<file path="src/hw/cfgc_pkg.sv">
/*
  Constants and types of the configuration control-pin block:
  register map, fields, mode codes, timing.
  Assumes a single core clock at CORE_CLK_HZ.
*/
package cfgc_pkg;
  // ==========================================================
  // register map
  localparam logic [7:0] OFS_CTRL = 8'h00;
  localparam logic [7:0] OFS_STATUS = 8'h04;
  localparam logic [7:0] OFS_DATA = 8'h08;
  localparam logic [7:0] OFS_ALE_ADDR = 8'h0c;
  localparam logic [31:0] CTRL_RST = 32'h0000_0000;
  localparam int CTRL_BSCAN_SEL_BIT = 0;
  localparam int CTRL_COMPLETE_BIT = 1;
  localparam int CTRL_RESTART_BIT = 2;
  localparam int STAT_STATE_LSB = 0;
  localparam int STAT_SPEED_BIT = 2;
  localparam int STAT_MODE_LSB = 4;
  localparam int STAT_READY_BIT = 7;
  localparam int STAT_DONE_BIT = 8;
  localparam int STAT_BSCAN_BIT = 9;
  localparam int DATA_VALID_BIT = 8;
  // ==========================================================
  // configuration mode codes (captured from cfg_mode_select)
  localparam logic [2:0] MODE_MASTER_PAR = 3'h4;
  localparam logic [2:0] MODE_ASYNC_PERIPH = 3'h5;
  localparam logic [2:0] MODE_SYNC_PERIPH = 3'h6;
  localparam logic [2:0] MODE_MPI_MUX = 3'h7;
  // ==========================================================
  // timing
  localparam int CORE_CLK_HZ = 10_000_000;
  localparam int OSC_FAST_HZ = 10_000_000;
  localparam int OSC_SLOW_HZ = 1_250_000;
  localparam int OSC_DIV_FAST = CORE_CLK_HZ / OSC_FAST_HZ;
  localparam int OSC_DIV_SLOW = CORE_CLK_HZ / OSC_SLOW_HZ;
  localparam int CLEAR_TIME_NS = 10_000;
  localparam int CLEAR_CYCLES = (CLEAR_TIME_NS * (CORE_CLK_HZ / 1_000_000) + 999) / 1000;
  // ==========================================================
  // types
  typedef enum logic [1:0] {
    ST_POWERUP,
    ST_WAIT,
    ST_CONFIG,
    ST_DONE
  } cfgc_state_t;
endpackage : cfgc_pkg

</file>
<file path="src/hw/cfgc_byte_if.sv">
/*
  One-byte hand-over between the host pin port and the core.
  Assumes both ends on the same clock.
*/
`timescale 1ns/1ps
`default_nettype none
interface cfgc_byte_if;
  logic [7:0] data;
  logic valid;
  logic take;
  modport port (output data, output valid, input take);
  modport core (input data, input valid, output take);
endinterface : cfgc_byte_if
`default_nettype wire

</file>
<file path="src/hw/cfgc_top.sv">
/*
  Configuration control pins: init handshake, straps, oscillator,
  activity and done outputs, host port, ready pin, scan gating,
  and an APB register slave.
  Assumes all pins synchronous to CORE_CLK and external pin resolution.
*/
// Behaviour
// - capture speed-select level on the init pin rising edge
// - oscillator at 10 MHz for low speed select, 1.25 MHz for high
// - boundary scan disabled after configuration unless selected
// - pull-ups on test pins while configuring
// - byte-ready in peripheral mode when another byte fits
// - ready status on data bit for selected async read
// - master parallel mode drives ready pin as memory read strobe
// - muxed processor mode makes ready pin the address latch enable input
// - active-high output high until configuration completes
// - active-low output low until configuration completes
// - init pin driven low, open-drain, while memory clears
// - init held low outside keeps device waiting
// - internal pull-up on init pin while configuring
// - control and unused test pins released as user I/O when done
// - capture three mode-select pins on the init pin rising edge
// - done output released high when configuration is complete
// - selected host read strobe low in async peripheral mode makes data bit a ready/busy status
`timescale 1ns/1ps
`default_nettype none
module cfgc_top
  import cfgc_pkg::*;
#(
  parameter int CLEAR_CYCLES_P = CLEAR_CYCLES
) (
  // clock and reset
  input wire logic CORE_CLK,
  input wire logic RST_N,
  // apb slave
  input wire logic PSEL,
  input wire logic PENABLE,
  input wire logic PWRITE,
  input wire logic [7:0] PADDR,
  input wire logic [31:0] PWDATA,
  input wire logic [3:0] PSTRB,
  output logic PREADY,
  output logic [31:0] PRDATA,
  output logic PSLVERR,
  // restart pins
  input wire logic PRGM_N,
  input wire logic CFG_RESET_N,
  // straps
  input wire logic OSC_SPEED_SELECT,
  input wire logic [2:0] CFG_MODE_SELECT,
  // init handshake pin
  input wire logic INIT_IN,
  output logic INIT_OUT,
  output logic INIT_OE_N,
  output logic INIT_PULLUP_EN,
  // done pin and activity outputs
  output logic DONE_OUT,
  output logic DONE_OE_N,
  output logic CFG_ACTIVE_HIGH,
  output logic CFG_ACTIVE_LOW,
  // peripheral host pins
  input wire logic SELECT_LOW_ACTIVE_N,
  input wire logic SELECT_HIGH_ACTIVE,
  input wire logic HOST_WR_N,
  input wire logic HOST_RD_N,
  input wire logic [7:0] HOST_DATA_IN,
  output logic STATUS_DATA_BIT_OUT,
  output logic STATUS_DATA_BIT_OE_N,
  // shared ready pin
  input wire logic READY_PIN_IN,
  output logic READY_PIN_OUT,
  output logic READY_PIN_OE_N,
  // oscillator and test/user pin control
  output logic CFG_OSC_TICK,
  output logic TEST_PULLUP_EN,
  output logic BSCAN_ENABLE,
  output logic USER_IO_RELEASE,
  output logic TEST_IO_RELEASE
);
  // ==========================================================
  // reset release
  logic rst_s1_r;
  logic rst_n;

  always_ff @(posedge CORE_CLK or negedge RST_N) begin
    if (!RST_N) begin
      rst_s1_r <= 1'b0;
      rst_n <= 1'b0;
    end else begin
      rst_s1_r <= 1'b1;
      rst_n <= rst_s1_r;
    end
  end

  // ==========================================================
  // helpers
  function automatic logic mode_is(input logic [2:0] m, input logic [2:0] code);
    mode_is = (m == code);
  endfunction : mode_is

  function automatic logic reg_hit(input logic [7:0] a);
    reg_hit = (a == OFS_CTRL) | (a == OFS_STATUS) | (a == OFS_DATA) | (a == OFS_ALE_ADDR);
  endfunction : reg_hit

  // ==========================================================
  // declarations
  cfgc_state_t state_r;
  cfgc_state_t state_nxt;
  logic [15:0] clr_cnt_r;
  logic init_prev_r;
  logic init_rise;
  logic speed_r;
  logic [2:0] mode_r;
  logic bscan_sel_r;
  logic complete_pulse_r;
  logic restart_pulse_r;
  logic restart_req;
  logic in_cfg;
  logic periph_mode;
  logic selected;
  logic [7:0] ale_addr_r;
  logic host_ready;
  logic osc_tick;
  logic access;
  logic xfer_done;
  logic [31:0] rd_mux;
  logic [1:0] state_code;
  cfgc_byte_if byte_link ();

  // ==========================================================
  // sequencing
  assign restart_req = ~PRGM_N | ~CFG_RESET_N | restart_pulse_r;
  // no init edge while held low outside, so we wait
  assign init_rise = INIT_IN & ~init_prev_r;
  assign in_cfg = (state_r == ST_CONFIG);

  always_comb begin
    state_nxt = state_r;
    case (state_r)
      ST_POWERUP: begin
        if (clr_cnt_r >= 16'(CLEAR_CYCLES_P - 1)) begin
          state_nxt = ST_WAIT;
        end
      end
      ST_WAIT: begin
        if (init_rise) begin
          state_nxt = ST_CONFIG;
        end
      end
      ST_CONFIG: begin
        if (complete_pulse_r) begin
          state_nxt = ST_DONE;
        end
      end
      ST_DONE: begin
        state_nxt = ST_DONE;
      end
      default: begin
        state_nxt = ST_POWERUP;
      end
    endcase
    if (restart_req) begin
      state_nxt = ST_POWERUP;
    end
  end

  always_ff @(posedge CORE_CLK or negedge rst_n) begin
    if (!rst_n) begin
      state_r <= ST_POWERUP;
      clr_cnt_r <= 16'h0000;
      init_prev_r <= 1'b0;
    end else begin
      state_r <= state_nxt;
      init_prev_r <= INIT_IN;
      if (state_nxt == ST_POWERUP && state_r == ST_POWERUP) begin
        clr_cnt_r <= clr_cnt_r + 16'h0001;
      end else begin
        clr_cnt_r <= 16'h0000;
      end
    end
  end

  // straps caught on the init edge only
  always_ff @(posedge CORE_CLK or negedge rst_n) begin
    if (!rst_n) begin
      speed_r <= 1'b0;
      mode_r <= 3'h0;
    end else if (state_r == ST_WAIT && init_rise && !restart_req) begin
      speed_r <= OSC_SPEED_SELECT;
      mode_r <= CFG_MODE_SELECT;
    end
  end

  // ==========================================================
  // pin control from next state, so activity outputs agree
  always_ff @(posedge CORE_CLK or negedge rst_n) begin
    if (!rst_n) begin
      INIT_OUT <= 1'b0;
      INIT_OE_N <= 1'b0;
      INIT_PULLUP_EN <= 1'b1;
      TEST_PULLUP_EN <= 1'b1;
      DONE_OUT <= 1'b0;
      DONE_OE_N <= 1'b0;
      CFG_ACTIVE_HIGH <= 1'b1;
      CFG_ACTIVE_LOW <= 1'b0;
      BSCAN_ENABLE <= 1'b1;
      USER_IO_RELEASE <= 1'b0;
      TEST_IO_RELEASE <= 1'b0;
    end else begin
      INIT_OUT <= 1'b0;
      INIT_OE_N <= (state_nxt != ST_POWERUP);
      INIT_PULLUP_EN <= (state_nxt != ST_DONE);
      TEST_PULLUP_EN <= (state_nxt != ST_DONE);
      DONE_OUT <= 1'b0;
      DONE_OE_N <= (state_nxt == ST_DONE);
      CFG_ACTIVE_HIGH <= (state_nxt != ST_DONE);
      CFG_ACTIVE_LOW <= (state_nxt == ST_DONE);
      BSCAN_ENABLE <= ~((state_nxt == ST_DONE) & ~bscan_sel_r);
      USER_IO_RELEASE <= (state_nxt == ST_DONE);
      TEST_IO_RELEASE <= (state_nxt == ST_DONE) & ~bscan_sel_r;
    end
  end

  // ==========================================================
  // oscillator
  cfgc_osc_div u_osc (
    .clk(CORE_CLK),
    .rst_n(rst_n),
    .run(in_cfg),
    .slow(speed_r),
    .tick_r(osc_tick)
  );

  assign CFG_OSC_TICK = osc_tick;

  // ==========================================================
  // peripheral host port
  assign periph_mode = mode_is(mode_r, MODE_ASYNC_PERIPH) | mode_is(mode_r, MODE_SYNC_PERIPH);
  assign selected = ~SELECT_LOW_ACTIVE_N & SELECT_HIGH_ACTIVE;

  cfgc_host_port u_host (
    .clk(CORE_CLK),
    .rst_n(rst_n),
    .enable(in_cfg & periph_mode),
    .async_mode(mode_is(mode_r, MODE_ASYNC_PERIPH)),
    .sel_n(SELECT_LOW_ACTIVE_N),
    .sel(SELECT_HIGH_ACTIVE),
    .wr_n(HOST_WR_N),
    .rd_n(HOST_RD_N),
    .din(HOST_DATA_IN),
    .ready_r(host_ready),
    .d7_out_r(STATUS_DATA_BIT_OUT),
    .d7_oe_n_r(STATUS_DATA_BIT_OE_N),
    .byte_o(byte_link.port)
  );

  // ==========================================================
  // shared ready pin
  always_ff @(posedge CORE_CLK or negedge rst_n) begin
    if (!rst_n) begin
      READY_PIN_OUT <= 1'b0;
      READY_PIN_OE_N <= 1'b1;
    end else if (in_cfg && mode_is(mode_r, MODE_MASTER_PAR)) begin
      READY_PIN_OUT <= ~osc_tick;
      READY_PIN_OE_N <= 1'b0;
    end else if (in_cfg && periph_mode) begin
      READY_PIN_OUT <= host_ready;
      READY_PIN_OE_N <= 1'b0;
    end else begin
      // input: address latch enable, or user I/O after done
      READY_PIN_OUT <= 1'b0;
      READY_PIN_OE_N <= 1'b1;
    end
  end

  always_ff @(posedge CORE_CLK or negedge rst_n) begin
    if (!rst_n) begin
      ale_addr_r <= 8'h00;
    end else if (in_cfg && mode_is(mode_r, MODE_MPI_MUX) && selected && READY_PIN_IN) begin
      ale_addr_r <= HOST_DATA_IN;
    end
  end

  // ==========================================================
  // apb slave: one wait state, errors on unmapped or read-only writes
  assign access = PSEL & PENABLE;
  assign xfer_done = access & PREADY;
  assign state_code = state_r;

  always_comb begin
    rd_mux = 32'h0000_0000;
    case (PADDR)
      OFS_CTRL: begin
        rd_mux[CTRL_BSCAN_SEL_BIT] = bscan_sel_r;
      end
      OFS_STATUS: begin
        rd_mux[STAT_STATE_LSB +: 2] = state_code;
        rd_mux[STAT_SPEED_BIT] = speed_r;
        rd_mux[STAT_MODE_LSB +: 3] = mode_r;
        rd_mux[STAT_READY_BIT] = host_ready;
        rd_mux[STAT_DONE_BIT] = (state_r == ST_DONE);
        rd_mux[STAT_BSCAN_BIT] = BSCAN_ENABLE;
      end
      OFS_DATA: begin
        rd_mux[7:0] = byte_link.data;
        rd_mux[DATA_VALID_BIT] = byte_link.valid;
      end
      OFS_ALE_ADDR: begin
        rd_mux[7:0] = ale_addr_r;
      end
      default: begin
        rd_mux = 32'h0000_0000;
      end
    endcase
  end

  // only a read that saw valid consumes, so a late byte stays
  assign byte_link.take = xfer_done & ~PWRITE & (PADDR == OFS_DATA) & PRDATA[DATA_VALID_BIT];

  always_ff @(posedge CORE_CLK or negedge rst_n) begin
    if (!rst_n) begin
      PREADY <= 1'b0;
      PRDATA <= 32'h0000_0000;
      PSLVERR <= 1'b0;
    end else begin
      PREADY <= access & ~PREADY;
      if (access && !PREADY) begin
        PRDATA <= PWRITE ? 32'h0000_0000 : rd_mux;
        PSLVERR <= ~reg_hit(PADDR) | (PWRITE & (PADDR != OFS_CTRL));
      end else if (!access) begin
        PRDATA <= 32'h0000_0000;
        PSLVERR <= 1'b0;
      end
    end
  end

  always_ff @(posedge CORE_CLK or negedge rst_n) begin
    if (!rst_n) begin
      bscan_sel_r <= CTRL_RST[CTRL_BSCAN_SEL_BIT];
      complete_pulse_r <= 1'b0;
      restart_pulse_r <= 1'b0;
    end else begin
      complete_pulse_r <= 1'b0;
      restart_pulse_r <= 1'b0;
      if (xfer_done && PWRITE && PADDR == OFS_CTRL && PSTRB[0]) begin
        bscan_sel_r <= PWDATA[CTRL_BSCAN_SEL_BIT];
        complete_pulse_r <= PWDATA[CTRL_COMPLETE_BIT];
        restart_pulse_r <= PWDATA[CTRL_RESTART_BIT];
      end
    end
  end
endmodule : cfgc_top
`default_nettype wire

</file>
<file path="src/hw/cfgc_osc_div.sv">
/*
  Configuration oscillator: a one-cycle tick at the fast or slow rate.
  Assumes the core clock runs at CORE_CLK_HZ.
*/
`timescale 1ns/1ps
`default_nettype none
module cfgc_osc_div
  import cfgc_pkg::*;
#(
  parameter int DIV_FAST = OSC_DIV_FAST,
  parameter int DIV_SLOW = OSC_DIV_SLOW
) (
  // clock and reset
  input wire logic clk,
  input wire logic rst_n,
  // control
  input wire logic run,
  input wire logic slow,
  // output
  output logic tick_r
);
  // ==========================================================
  // divider
  logic [7:0] cnt_r;
  logic [7:0] top;
  assign top = slow ? 8'(DIV_SLOW - 1) : 8'(DIV_FAST - 1);

  always_ff @(posedge clk or negedge rst_n) begin
    if (!rst_n) begin
      cnt_r <= 8'h00;
      tick_r <= 1'b0;
    end else if (!run) begin
      cnt_r <= 8'h00;
      tick_r <= 1'b0;
    end else if (cnt_r >= top) begin
      cnt_r <= 8'h00;
      tick_r <= 1'b1;
    end else begin
      cnt_r <= cnt_r + 8'h01;
      tick_r <= 1'b0;
    end
  end
endmodule : cfgc_osc_div
`default_nettype wire

</file>
<file path="src/hw/cfgc_host_port.sv">
/*
  Host port: one-byte buffer, byte-ready, data-bit status.
  Assumes host pins synchronous to the core clock.
*/
`timescale 1ns/1ps
`default_nettype none
module cfgc_host_port (
  // clock and reset
  input wire logic clk,
  input wire logic rst_n,
  // mode
  input wire logic enable,
  input wire logic async_mode,
  // host pins
  input wire logic sel_n,
  input wire logic sel,
  input wire logic wr_n,
  input wire logic rd_n,
  input wire logic [7:0] din,
  // outputs
  output logic ready_r,
  output logic d7_out_r,
  output logic d7_oe_n_r,
  // core side
  cfgc_byte_if.port byte_o
);
  // ==========================================================
  // strobe decode
  logic wr_prev_r;
  logic selected;
  logic wr_fall;
  logic rd_active;
  logic valid_r;
  logic valid_nxt;
  logic [7:0] data_r;
  logic load;

  assign selected = enable & ~sel_n & sel;
  assign wr_fall = selected & ~wr_n & wr_prev_r;
  // write strobe overrides a simultaneous read
  assign rd_active = selected & async_mode & ~rd_n & wr_n;
  // take and write together: the write lands
  assign load = wr_fall & (~valid_r | byte_o.take);

  always_comb begin
    valid_nxt = valid_r;
    if (byte_o.take) begin
      valid_nxt = 1'b0;
    end
    if (load) begin
      valid_nxt = 1'b1;
    end
    if (!enable) begin
      valid_nxt = 1'b0;
    end
  end

  always_ff @(posedge clk or negedge rst_n) begin
    if (!rst_n) begin
      wr_prev_r <= 1'b1;
      valid_r <= 1'b0;
      data_r <= 8'h00;
    end else begin
      wr_prev_r <= wr_n;
      valid_r <= valid_nxt;
      if (load) begin
        data_r <= din;
      end
    end
  end

  // ==========================================================
  // ready indications
  always_ff @(posedge clk or negedge rst_n) begin
    if (!rst_n) begin
      ready_r <= 1'b0;
      d7_out_r <= 1'b0;
      d7_oe_n_r <= 1'b1;
    end else begin
      ready_r <= enable & ~valid_nxt;
      d7_out_r <= enable & ~valid_nxt;
      d7_oe_n_r <= ~rd_active;
    end
  end

  assign byte_o.data = data_r;
  assign byte_o.valid = valid_r;
endmodule : cfgc_host_port
`default_nettype wire

</file>
<file path="config.mk">
export PLATFORM = sky130hd
export DESIGN_NAME = cfgc_top
export DESIGN_NICKNAME = d
export VERILOG_FILES = /design/src/hw/cfgc_pkg.sv /design/src/hw/cfgc_byte_if.sv /design/src/hw/cfgc_top.sv /design/src/hw/cfgc_osc_div.sv /design/src/hw/cfgc_host_port.sv
export SDC_FILE = /design/constraint.sdc
export NUM_CORES = 1
export LEC_CHECK = 0
export ABC_AREA = 0
export BUFFER_PORTS_ARGS = -buffer_cell sky130_fd_sc_hd__buf_2
export CORE_MARGIN = 4
export CORE_UTILIZATION = 45
export DETAILED_ROUTE_END_ITERATION = 6
export GPL_ROUTABILITY_DRIVEN = 0
export GPL_TIMING_DRIVEN = 0
export PLACE_DENSITY_LB_ADDON = 0.12
export SLEW_MARGIN = 20
export SYNTH_ARGS = -nofsm -noshare
export SYNTH_HDL_FRONTEND = slang
export SYNTH_SLANG_ARGS = --single-unit
</file>
<file path="constraint.sdc">
create_clock -name CORE_CLK -period 2.9 [get_ports CORE_CLK]
set_input_delay 0.145 -clock CORE_CLK [delete_from_list [all_inputs] [get_ports CORE_CLK]]
set_output_delay 0.145 -clock CORE_CLK [all_outputs]
set_load 0.01 [all_outputs]
</file>
### Word level (Yosys, flattened, before mapping)

Cells that the tools add are included.

* $add $sub $neg: 2
* mux-type cells: 31
* $lt $le $gt $ge: 2
* equal/unequal tests: 13
* reduce and logical (&&, ||, !) cells: 19
* bitwise logic cells: 43

Operators by type and width (number)
* $mux 32: 2
* $and 1x1->1: 20
* $add 16x1->16 const B: 1
* $eq 8x4->1 const B: 2
* $ge 16x7->1 const B: 1
* $mux 16: 1
* $mux 8: 2
* $not 1->1: 15
* $mux 1: 14
* $eq 3x3->1 const B: 4
* $logic_and 1x1->1: 12
* $pmux 4 s3: 1
* $mux 10: 1
* $add 8x1->8 const B: 1
* $eq 8x3->1 const B: 1
* $ge 8x8->1: 1
* $logic_not 8->1: 1
* $mux 2: 4
* $or 1x1->1: 8
* $pmux 2 s4: 1
* $reduce_bool 8->1: 1
* $eq 2x2->1 const B: 3
* $pmux 2 s3: 1
* $logic_not 2->1: 2
* 8 further kinds: 10

* input port bits: 69
* flip-flop bits (word level): 98
* logic and storage cells: 138

### Logic depth before layout (Yosys ltp)

Gate-level depths: netlist of the first run.

* word-level depth: 12
* depth in mapped cells: 6
* depth with buffers taken out: 6

### By module

From an unflattened synthesis of the first run, not the netlist that was laid out.

* cells, all modules: 304
* area total of the unflattened synthesis: 3579.7 um^2

By module, submodules not included
* cfgc_top: cells each 243, sequential area each 1380.1 um^2, area an instance 2708.8 um^2, times used 1
* cfgc_host_port: cells each 30, sequential area each 302.8 um^2, area an instance 478.0 um^2, times used 1
* cfgc_osc_div: cells each 31, sequential area each 225.2 um^2, area an instance 392.9 um^2, times used 1

### Least setup slack after synthesis of the first run

OpenSTA, ideal clock, no wires.

* path type: register -> register
* start point: reg PRDATA[8]
* end point: reg u_host.data_r[0], in the netlist u_host.byte_o.data[0]
* setup slack: 1.299 ns
* data arrival time: 1.476 ns
* clock period less this slack: 1.601 ns
* setup time: 0.125 ns
* stages on the path, launching flop included: 5
* cells stage by stage: dfrtp_1 > nor4bb_1 > nand4_1 > a21oi_4 > mux2_2

* cells in the longest elaborated chain, start to end: 3

RTL lines
* start: declaration: RTL line cfgc_top.sv:43 `output logic [31:0] PRDATA,`
* start signal: assignment: RTL line cfgc_top.sv:328 `PRDATA <= PWRITE ? 32'h0000_0000 : rd_mux;`
* $and 1x1->1: RTL line cfgc_top.sv:318 `assign byte_link.take = xfer_done & ~PWRITE & (PADDR == OFS_DATA) & PRDATA[DATA_VALID_BIT];`
* $or 1x1->1: RTL line cfgc_host_port.sv:43 `assign load = wr_fall & (~valid_r | byte_o.take);`
* $and 1x1->1: RTL line cfgc_host_port.sv:43
* end signal: assignment: RTL line cfgc_host_port.sv:67 `data_r <= din;`
* end: declaration: RTL line cfgc_host_port.sv:35 `logic [7:0] data_r;`

No other way between the ends.
A chain may end at the register's enable or synchronous reset.

### Worst setup path in the final report of the first run

* start point: reg clr_cnt_r[0]
* end point: reg clr_cnt_r[14]

* cells in the longest elaborated chain, start to end: 7

RTL lines
* start: declaration: RTL line cfgc_top.sv:109 `logic [15:0] clr_cnt_r;`
* start signal: assignment: RTL line cfgc_top.sv:176 `clr_cnt_r <= clr_cnt_r + 16'h0001;`
* $ge 16x7->1: RTL line cfgc_top.sv:141 `if (clr_cnt_r >= 16'(CLEAR_CYCLES_P - 1)) begin`
* $mux 2: RTL line cfgc_top.sv:141
* $pmux 2 s4: RTL line cfgc_top.sv:139 `case (state_r)`
* $mux 2: RTL line cfgc_top.sv:162 `if (restart_req) begin`
* $logic_not 2->1: RTL line cfgc_top.sv:175 `if (state_nxt == ST_POWERUP && state_r == ST_POWERUP) begin`
* $logic_and 1x1->1: RTL line cfgc_top.sv:175
* $mux 16 (*): RTL line cfgc_top.sv:175

Mark *: on every way between the ends. The rest lies on a longest branch, timed or not.

==> results.md, run 1 <==
- Die Ht: 96.80 µm
- Slew @ Worst Pin: 501.6 ps
- FMAX: 0.5409 GHz
- Req. time, crit path: 3160 ps
- Register area share after synthesis: 53.77%
- Crit-path max FO: 10
- Avg WL per Cell: 12.83 µm
- DRT Pass-1 Iters: 4
- Most frequent cells after synthesis: dfrtp_1 (71), nor2_1 (36), buf_4 (28), nand2_1 (28), mux2_2 (27)
- Share of cells above drive strength 1: 33.79%
- Tmin final: 1849 ps
- Clk pin slew, worst setup/hold paths: 70 ps
- Starting Density: 46.16%
- # rows: 32
- Final setup violation count: 0
- Die ar.: 9370 µm²
- Post-synth EDFFs: 0
- CTS tree: yes
- Total number of vias: 2519
- First-pass GRT wire length: 12160 µm
- # DRC: 0
- Max-slew violations: 0
- Yosys reg bits: 76
- Number of I/O port buffers: 62
- Vias/cell: 4.665
- Worst-case clock skew: 11.14 ps
- Initial antenna violation count: 0
- GR Util All Layers: 15.95%
- Area Growth Syn to Fin: 22.88%
- Die Wd: 96.80 µm
- CP Data Arrival Time: 2110 ps
- Routed Wire Length: 6929 µm
- H-tree depth: 3
- Asr flop ratio synth: 100.0%
- RSZ-0062 raised after global routing: false
- Synth top area share: 50.07%
- Outcome: completed
- Fin Setup TNS: 0 ps
- Final worst-path cycle share: 63.75%
- Pleak: 2.177 nW
- Diode count: 0
- CTS max path bufs: 2
- Number of post-CTS setup repair buffers: 0
- Vias in the first global route: 2512
- Unique masters post-synth: 46
- CTS Root Cell: clkbuf_8
- Final layout net count: 508
- Cell count after synthesis: 328
- Startpoint Class: flip-flop
- Largest net degree at the start of global routing: 55
- Mapped Area: 3548 µm²
- Area leader, netlist: dfrtp_1
- Post-synth top flop: dfrtp_1
- Setup crit end kind: flip-flop
- MaxCap Viol Count: 0
- Core ar.: 7687 µm²
- Top-count cell post-synth: dfrtp_1
- Type of the worst setup path: reg -> reg
- Final hold violation count: 0
- Avg Cell Area, Syn: 10.82 µm²
- Post-route ant nets: 0
- # clock sinks: 76
- I/O pins: 119
- Area contributors post-synth: dfrtp_1 (50%), mux2_2 (8.6%), buf_4 (5.9%)
- Max-slew headroom: 66.56%
- P per Cell Area: 525.5 nW/µm²
- Initial DRC Count: 56
- Yosys warning count: 0
- Remaining Overflow, GRT: 0
- Max IR drop VDD: 0.2824 mV
- CTS buffer count: 9
- Min-Delay Path Class: in -> reg
- Post-DP HPWL: 5192 µm
- Clk_lat worst skew: 340 ps
- Layout Utilization: 56.72%
[per-stage QoR]
stage | worst slack (ps) | total power [mW] | area (µm²) | hold slack (ps) | instances
global placement | -206.3 | 1.513 | 4088 | -69.80 | 519
floorplan | 635.5 | 1.429 | 3650 | -150.6 | 355
global route | 819.6 | 2.432 | 4360 | 20.00 | 540
CTS | 1039 | 2.329 | 4360 | 15.36 | 540
finish | 1051 | 2.292 | 4360 | 33.34 | 540
detailed placement | 1057 | 1.528 | 4119 | -66.77 | 520
[where the power goes]
part	leakage, nW	switching (mW)	internal [mW]
registers	1.01	0.0802	1.13
clock network	0.0914	0.366	0.415
logic	1.07	0.165	0.137
total	2.18	0.611	1.68
[flip-flops by register name, indices dropped and copies added (netlist names), 2 cells and up]
| name | count |
|---|---|
| u_host.byte_o.data | 8 |
| u_osc.cnt_r | 8 |
| state_code | 2 |
| PRDATA | 10 |
| clr_cnt_r | 16 |
| ale_addr_r | 8 |
| mode_r | 3 |
[cell type report]
cell class | instances | area [µm²]
flip-flops and latches | 76 | 1912
multi-input cells | 229 | 1440
fillers | 712 | 3327
clock buffers | 11 | 141.4
inverters | 13 | 48.80
well taps | 102 | 127.6
clock inverters | 4 | 50.05
plain buffers | 37 | 252.7
repair buffers | 68 | 387.9
[repair_timing]
item                                   4_1_cts  5_1_grt
resized for setup                            0        0
endpoints found under the hold margin        6        0
hold buffers                                 5        0
[metal layers]
layer	wire length (µm)	global-route usage, %	share of wire [%]	up-vias
met4	126	7.451	1.8	0
met2	3175	24.04	46	60
met3	406	4.470	5.9	9
met1	3221	21.30	46	1186
met5	0	0	0	-
li1	-	-	-	1264
[path summary, 6_finish.rpt]
kind	startpoint	end	slack (ps)	depth (start not counted)
min in group asynchronous	RST_N	rst_n	110	2
min	CFG_MODE_SELECT[1]	mode_r[1]	30	2
max in group asynchronous	rst_n	u_host.wr_prev_r	2090	1
min reg2reg	rst_n	u_osc.cnt_r[7]	210	0
max reg2reg	clr_cnt_r[0]	clr_cnt_r[14]	1050	6
max	clr_cnt_r[0]	clr_cnt_r[14]	1050	6
[kinds of logic after synthesis]
family          after synthesis  share of synthesized area (%)
buf+inv                      50                          8.498
other cells                   2                         0.2116
xor+xnor                     17                          4.196
fa+ha+maj                     5                          1.763
simple gates                115                          16.15
compound gates               35                          6.206
mux                          28                          9.203
flops                        76                          53.77
[layout by cell type (no fill, tap or decap), types with 4 or more instances in the layout]
cell	count
a21oi_1	6
a22oi_1	6
and2_1	4
buf_2	62
buf_4	28
clkbuf_1	7
clkbuf_8	10
conb_1	29
dfrtp_1	70
dfstp_2	5
dlygate4sd3_1	5
ha_1	5
inv_1	13
mux2_2	27
nand2_1	28
nand3_1	7
nand4_1	8
nor2_1	36
nor2b_1	4
nor3_1	6
nor4_1	7
o21ai_0	15
xnor2_1	13
xor2_1	4
[critical path: stages, from the launching register on]
cell	delay, ps
dfrtp_1	430
ha_1	270
nor4_1	250
o21ai_0	120
o21a_1	260
clkbuf_1	280
nor2_1	170
No activity file was read; power rests on OpenSTA's default activity.
==> inputs of run 2 (changes only) <==
--- a/config.mk
+++ b/config.mk
@@ -5,7 +5,7 @@
 export SDC_FILE = /design/constraint.sdc
 export NUM_CORES = 1
 export LEC_CHECK = 0
-export ABC_AREA = 0
+export ABC_AREA = 1
 export BUFFER_PORTS_ARGS = -buffer_cell sky130_fd_sc_hd__buf_2
 export CORE_MARGIN = 4
 export CORE_UTILIZATION = 45
==> constraint.sdc (replaced) <==
create_clock -name CORE_CLK -period 1.7 [get_ports CORE_CLK]
set_input_delay 0.085 -clock CORE_CLK [delete_from_list [all_inputs] [get_ports CORE_CLK]]
set_output_delay 0.085 -clock CORE_CLK [all_outputs]
set_load 0.01 [all_outputs]
==> results.md, run 2 <==
- Met3 routed WL: 527 µm
- CTS Root Cell: clkbuf_8
- Initial antenna violation count: 0
- Type of the worst setup path: reg -> reg
- Post-route ant nets: 0
- Mapped Area: 3680 µm²
- Startpoint Class: flip-flop
- Outcome: completed
- Pleak: 2.492 nW
- R2R Path End: clr_cnt_r[7]
- Final setup violation count: 0
- Final hold violation count: 0
- Die ar.: 9688 µm²
- Total number of vias: 2944
- I/O pins: 119
- Unique masters post-synth: 35
- Vias/cell: 4.557
- Post-synth EDFFs: 0
- Yosys reg bits: 76
- Routed Wire Length: 7887 µm
- MaxCap Viol Count: 0
- Register-to-Register Path Depth: 11
- # clock sinks: 76
- Met2 WL: 3578 µm
- Req. time, crit path: 1970 ps
- Register area share after synthesis: 51.85%
- Metal-1 WL: 3692 µm
- Max reg flops: 16
- R2R setup slack: 100 ps
- Share of cells above drive strength 1: 28.68%
- Largest net degree at the start of global routing: 41
- Reg with most FFs: clr_cnt_r
- Post-synth top flop: dfrtp_1
- Fin Setup TNS: 0 ps
- CTS buffer count: 9
- H-tree depth: 3
- Tmin final: 1604 ps
- Top-count cell post-synth: nand2_1
- Worst-case clock skew: 9.608 ps
- # rows: 32
- Initial DRC Count: 112
- Leading registers by flop count: clr_cnt_r (16), PRDATA (10)
- Final layout net count: 613
- Area leader, netlist: dfrtp_1
- Synth top area share: 48.28%
- Max-slew violations: 0
- Crit. Startpoint: clr_cnt_r[1]
- Most frequent cells after synthesis: nand2_1 (86), dfrtp_1 (71), inv_1 (48)
- Final Non-Filler Cells: 646
- FF-to-FF Start: clr_cnt_r[1]
- CTS tree: yes
- FMAX: 0.6236 GHz
- Avg WL per Cell: 12.21 µm
- Filler cells: 709
- # DRC: 0
- CP Data Arrival Time: 1880 ps
- Diode count: 0
- Most frequent cells in the layout: nand2_1 (86), dfrtp_1 (69), buf_2 (62)
- Crit-path max FO: 7
- Core ar.: 7848 µm²
- Most common cell after layout, fill and taps aside: nand2_1
- Cells after DPL: 607
- Slew @ Worst Pin: 527.2 ps
- Die Ht: 98.43 µm
- Vias in the first global route: 2892
- Max IR drop VDD: 0.4164 mV
- Cell count after synthesis: 415
- Area contributors post-synth: dfrtp_1 (48%), nand2_1 (8.8%), buf_4 (5.7%)
- Clk_lat worst skew: 340 ps
- CTS max path bufs: 2
- Top sig layer: met4
- Area Growth Syn to Fin: 27.75%
- Yosys warning count: 0
- P per Cell Area: 868.3 nW/µm²
- Final worst-path cycle share: 94.33%
- Max-slew headroom: 64.66%
- Post-DP HPWL: 5799 µm
- Remaining Overflow, GRT: 0
- Die Wd: 98.43 µm
- Setup crit end kind: flip-flop
- GR Util All Layers: 17.02%
- DRT Pass-1 Iters: 6
- First-pass GRT wire length: 13460 µm
- Number of I/O port buffers: 62
- Avg Cell Area, Syn: 8.867 µm²
- Starting Density: 46.89%
- Asr flop ratio synth: 100.0%
- Worst setup path end: clr_cnt_r[7]
- Min-Delay Path Class: in -> reg
- Clk pin slew, worst setup/hold paths: 80 ps
==> run 2: critical path, cell delays in order, from the launching register on <==
cell       delay [ps]
dfrtp_1           390
ha_2              210
nor2_1             90
nand2_1            60
nand2_1            60
nand3_1            90
nand2_1            80
nand2_2            70
nand2_4            80
nand3_4           130
clkbuf_16         200
nor2_2             70
==> run 2: power by group <==
group          total (mW)  internal [mW]  leakage, nW  switching (mW)
sequential           2.04           1.92        0.996           0.123
clock                1.35          0.712       0.0991           0.643
combinational       0.685          0.339         1.40           0.346
total                4.08           2.97         2.49            1.11
==> run 2: area by class of cell <==
| type | count | area [µm²] | area share, % |
|---|---|---|---|
| multi-input combinational | 282 | 1456 | 30.98 |
| sequential | 76 | 1913 | 40.70 |
| inverter | 51 | 191.4 | 4.072 |
| buffer | 33 | 252.7 | 5.377 |
| timing repair buffer | 86 | 565.5 | 12.03 |
| clock buffer | 11 | 141.4 | 3.008 |
| tap | 102 | 127.6 | 2.715 |
| clock inverter | 5 | 52.55 | 1.118 |
==> run 2: layer usage <==
layer | GRT usage [%] | up-vias
met5 | 0 | -
met4 | 4.832 | 0
met3 | 4.600 | 7
met2 | 27.25 | 84
li1 | - | 1503
met1 | 22.90 | 1350
==> run 2: timing repair <==
item / CTS / global route
resized for setup: 0 / 8
buffers inserted: 0 / 4
endpoints found under the setup margin: 0 / 26
endpoints found under the hold margin: 19 / 0
hold buffers: 18 / 0
==> run 2: how the worst min path moves through the flow <==
stage,start,to,slack [ps],depth (start not counted)
floorplan,RST_N,rst_n,-210,0
global placement,RST_N,rst_s1_r,-130,1
detailed placement,RST_N,rst_n,-130,1
CTS,PSEL,PREADY,6,3
global route,HOST_DATA_IN[1],u_host.byte_o.data[1],10,3
finish,HOST_DATA_IN[1],u_host.byte_o.data[1],20,3
==> run 2: cell families (layout without fill, tap and decap cells) <==
kind of cell	count (synthesis)	in the layout	synth area share (%)
AND/OR/NAND/NOR	192	192	23.63
flip-flops	76	76	51.85
adder cells (fa/ha/maj)	5	5	1.700
buffers and inverters	84	186	11.83
multiplexers	1	1	0.3060
AO/OA/AOI/OAI	41	41	7.140
other	2	29	0.2041
XOR/XNOR	14	14	3.332
==> run 2: stage by stage <==
stage	setup WS, ps	area (µm²)	hold WS (ps)	utilization [%]	total power, mW
3_5_place_dp	74.04	4243	-127.6	54.07	2.650
5_1_grt	-7.696	4701	9.733	59.90	4.321
6_report	96.47	4701	21.48	59.90	4.082
4_1_cts	52.98	4617	6.480	58.83	4.041
3_3_place_gp	-19.97	4220	-129.3	53.78	2.623
2_1_floorplan	271.7	3782	-210.6	-	2.492
==> inputs of run 3 (changes only) <==
--- a/config.mk
+++ b/config.mk
@@ -8,11 +8,12 @@
 export ABC_AREA = 1
 export BUFFER_PORTS_ARGS = -buffer_cell sky130_fd_sc_hd__buf_2
 export CORE_MARGIN = 4
-export CORE_UTILIZATION = 45
+export CORE_UTILIZATION = 38
 export DETAILED_ROUTE_END_ITERATION = 6
 export GPL_ROUTABILITY_DRIVEN = 0
 export GPL_TIMING_DRIVEN = 0
 export PLACE_DENSITY_LB_ADDON = 0.12
+export SKIP_LAST_GASP = 1
 export SLEW_MARGIN = 20
 export SYNTH_ARGS = -nofsm -noshare
 export SYNTH_HDL_FRONTEND = slang
==> results.md, run 3 (synthesis results as in run 2) <==
- Outcome: completed
- Type of the worst setup path: reg -> reg
- GR Util All Layers: 15.42%
- Initial DRC Count: 149
- Min-Delay Path Class: in -> reg
- # DRC: 0
- Filler cells: 923
- Tmin final: 1596 ps
- H-tree depth: 3
- # clock sinks: 76
- Final layout net count: 613
- R2R setup slack: 100 ps
- Layout Utilization: 51.17%
- Vias/cell: 4.374
- Initial antenna violation count: 0
- CTS tree: yes
- Total chip power: 4.251 mW
- Share of cells above drive strength 1: 28.49%
- Avg WL per Cell: 12.22 µm
- CP Data Arrival Time: 1840 ps
- CTS Root Cell: clkbuf_8
- Final WS setup: 104.2 ps
- Pleak: 2.508 nW
- MaxCap Viol Count: 0
- Max IR drop VDD: 0.4521 mV
- Max-slew headroom: 63.03%
- # rows: 35
- I/O pins: 119
- Final setup violation count: 0
- Diode count: 0
- Largest net degree at the start of global routing: 48
- Vias in the first global route: 2895
- Leading registers by flop count: clr_cnt_r (16), PRDATA (10)
- Die Wd: 106.4 µm
- Die Ht: 106.4 µm
- Post-route ant nets: 0
- CTS buffer count: 9
- FMAX: 0.6267 GHz
- First-pass GRT wire length: 13870 µm
- Reg with most FFs: clr_cnt_r
- Final worst-path cycle share: 93.87%
- Setup crit end kind: flip-flop
- Max reg flops: 16
- Final hold violation count: 0
- Starting Density: 39.45%
- Clk pin slew, worst setup/hold paths: 80 ps
- Core ar.: 9328 µm²
- Routed Wire Length: 8227 µm
- Die ar.: 11320 µm²
- Post-DP HPWL: 6013 µm
- Crit-path max FO: 10
- Area Growth Syn to Fin: 29.72%
- Most common cell after layout, fill and taps aside: nand2_1
- CTS max path bufs: 2
- Req. time, crit path: 1940 ps
- Setup WS pre-CTS: 46.28 ps
- Slew @ Worst Pin: 551.6 ps
- Startpoint Class: flip-flop
- Most frequent cells in the layout: nand2_1 (86), dfrtp_1 (70), buf_2 (62)
- DRT Pass-1 Iters: 4
- P per Cell Area: 890.5 nW/µm²
- Max-slew violations: 0
- Number of I/O port buffers: 62
- Clk_lat worst skew: 350 ps
- Remaining Overflow, GRT: 0
- Worst-case clock skew: 8.368 ps
- Total number of vias: 2944
## run 3: cell count changes in the layout (fill, tap and decap cells not counted), sizes merged
cell,change
bufinv,+1
clkinv,-2
dlygate4sd3,+1
buf,-1
clkbuf,+1
## run 3: path summary, 6_finish.rpt
check                      cells after the start            start               endpoint
max in group asynchronous                      1            rst_n         TEST_PULLUP_EN
setup / recovery                               8    state_code[0]  u_host.byte_o.data[5]
hold reg to reg                                0            rst_n          ale_addr_r[5]
min in group asynchronous                      2            RST_N                  rst_n
hold / removal                                 3  HOST_DATA_IN[1]  u_host.byte_o.data[1]
setup reg to reg                               8    state_code[0]  u_host.byte_o.data[5]
## run 3: stage by stage
step                      cell area (µm²)  instances  hold slack [ps]  TNS [ps]
after floorplan                      3782        442           -210.6         0
after global placement               4254        633           -129.8     -3884
after detailed placement             4284        634           -127.7         0
after CTS                            4692        669            6.584         0
after global routing                 4773        673            24.71    -14.87
final                                4773        673            15.45         0
## run 3: routing by layer
layer | share of wire, % | GRT usage (%)
met2 | 44 | 22.67
met3 | 6.4 | 3.461
met1 | 48 | 22.00
met5 | 0 | 0
met4 | 1.7 | 6.105
## run 3: power by group
part           internal [mW]  switching (mW)
registers               1.92           0.113
logic                  0.324           0.352
clock network          0.867           0.676
## run 3: critical path, stage by stage (launching register included)
cell and delay [ps]:
dfrtp_1 420, inv_2 90, and3_4 210, nand4_1 130, nor2_2 180, nand2_2 140
buf_6 190, nand2_1 70, o21ai_2 50
## run 3: final cells by class
type | instances | area, µm² | share of cell area (%)
Sequential cell | 76 | 1912 | 40.05
Multi-Input combinational cell | 282 | 1461 | 30.62
Timing Repair Buffer | 86 | 575.6 | 12.06
Buffer | 33 | 254.0 | 5.321
Inverter | 51 | 191.4 | 4.010
Tap cell | 129 | 161.4 | 3.381
Clock buffer | 12 | 145.1 | 3.041
Clock inverter | 4 | 72.57 | 1.520
## run 3: timing repair
item,CTS,global route
setup buffers,0,3
gates resized for setup,0,10
hold buffers,19,0
hold endpoints to repair,19,0
setup endpoints to repair,0,24
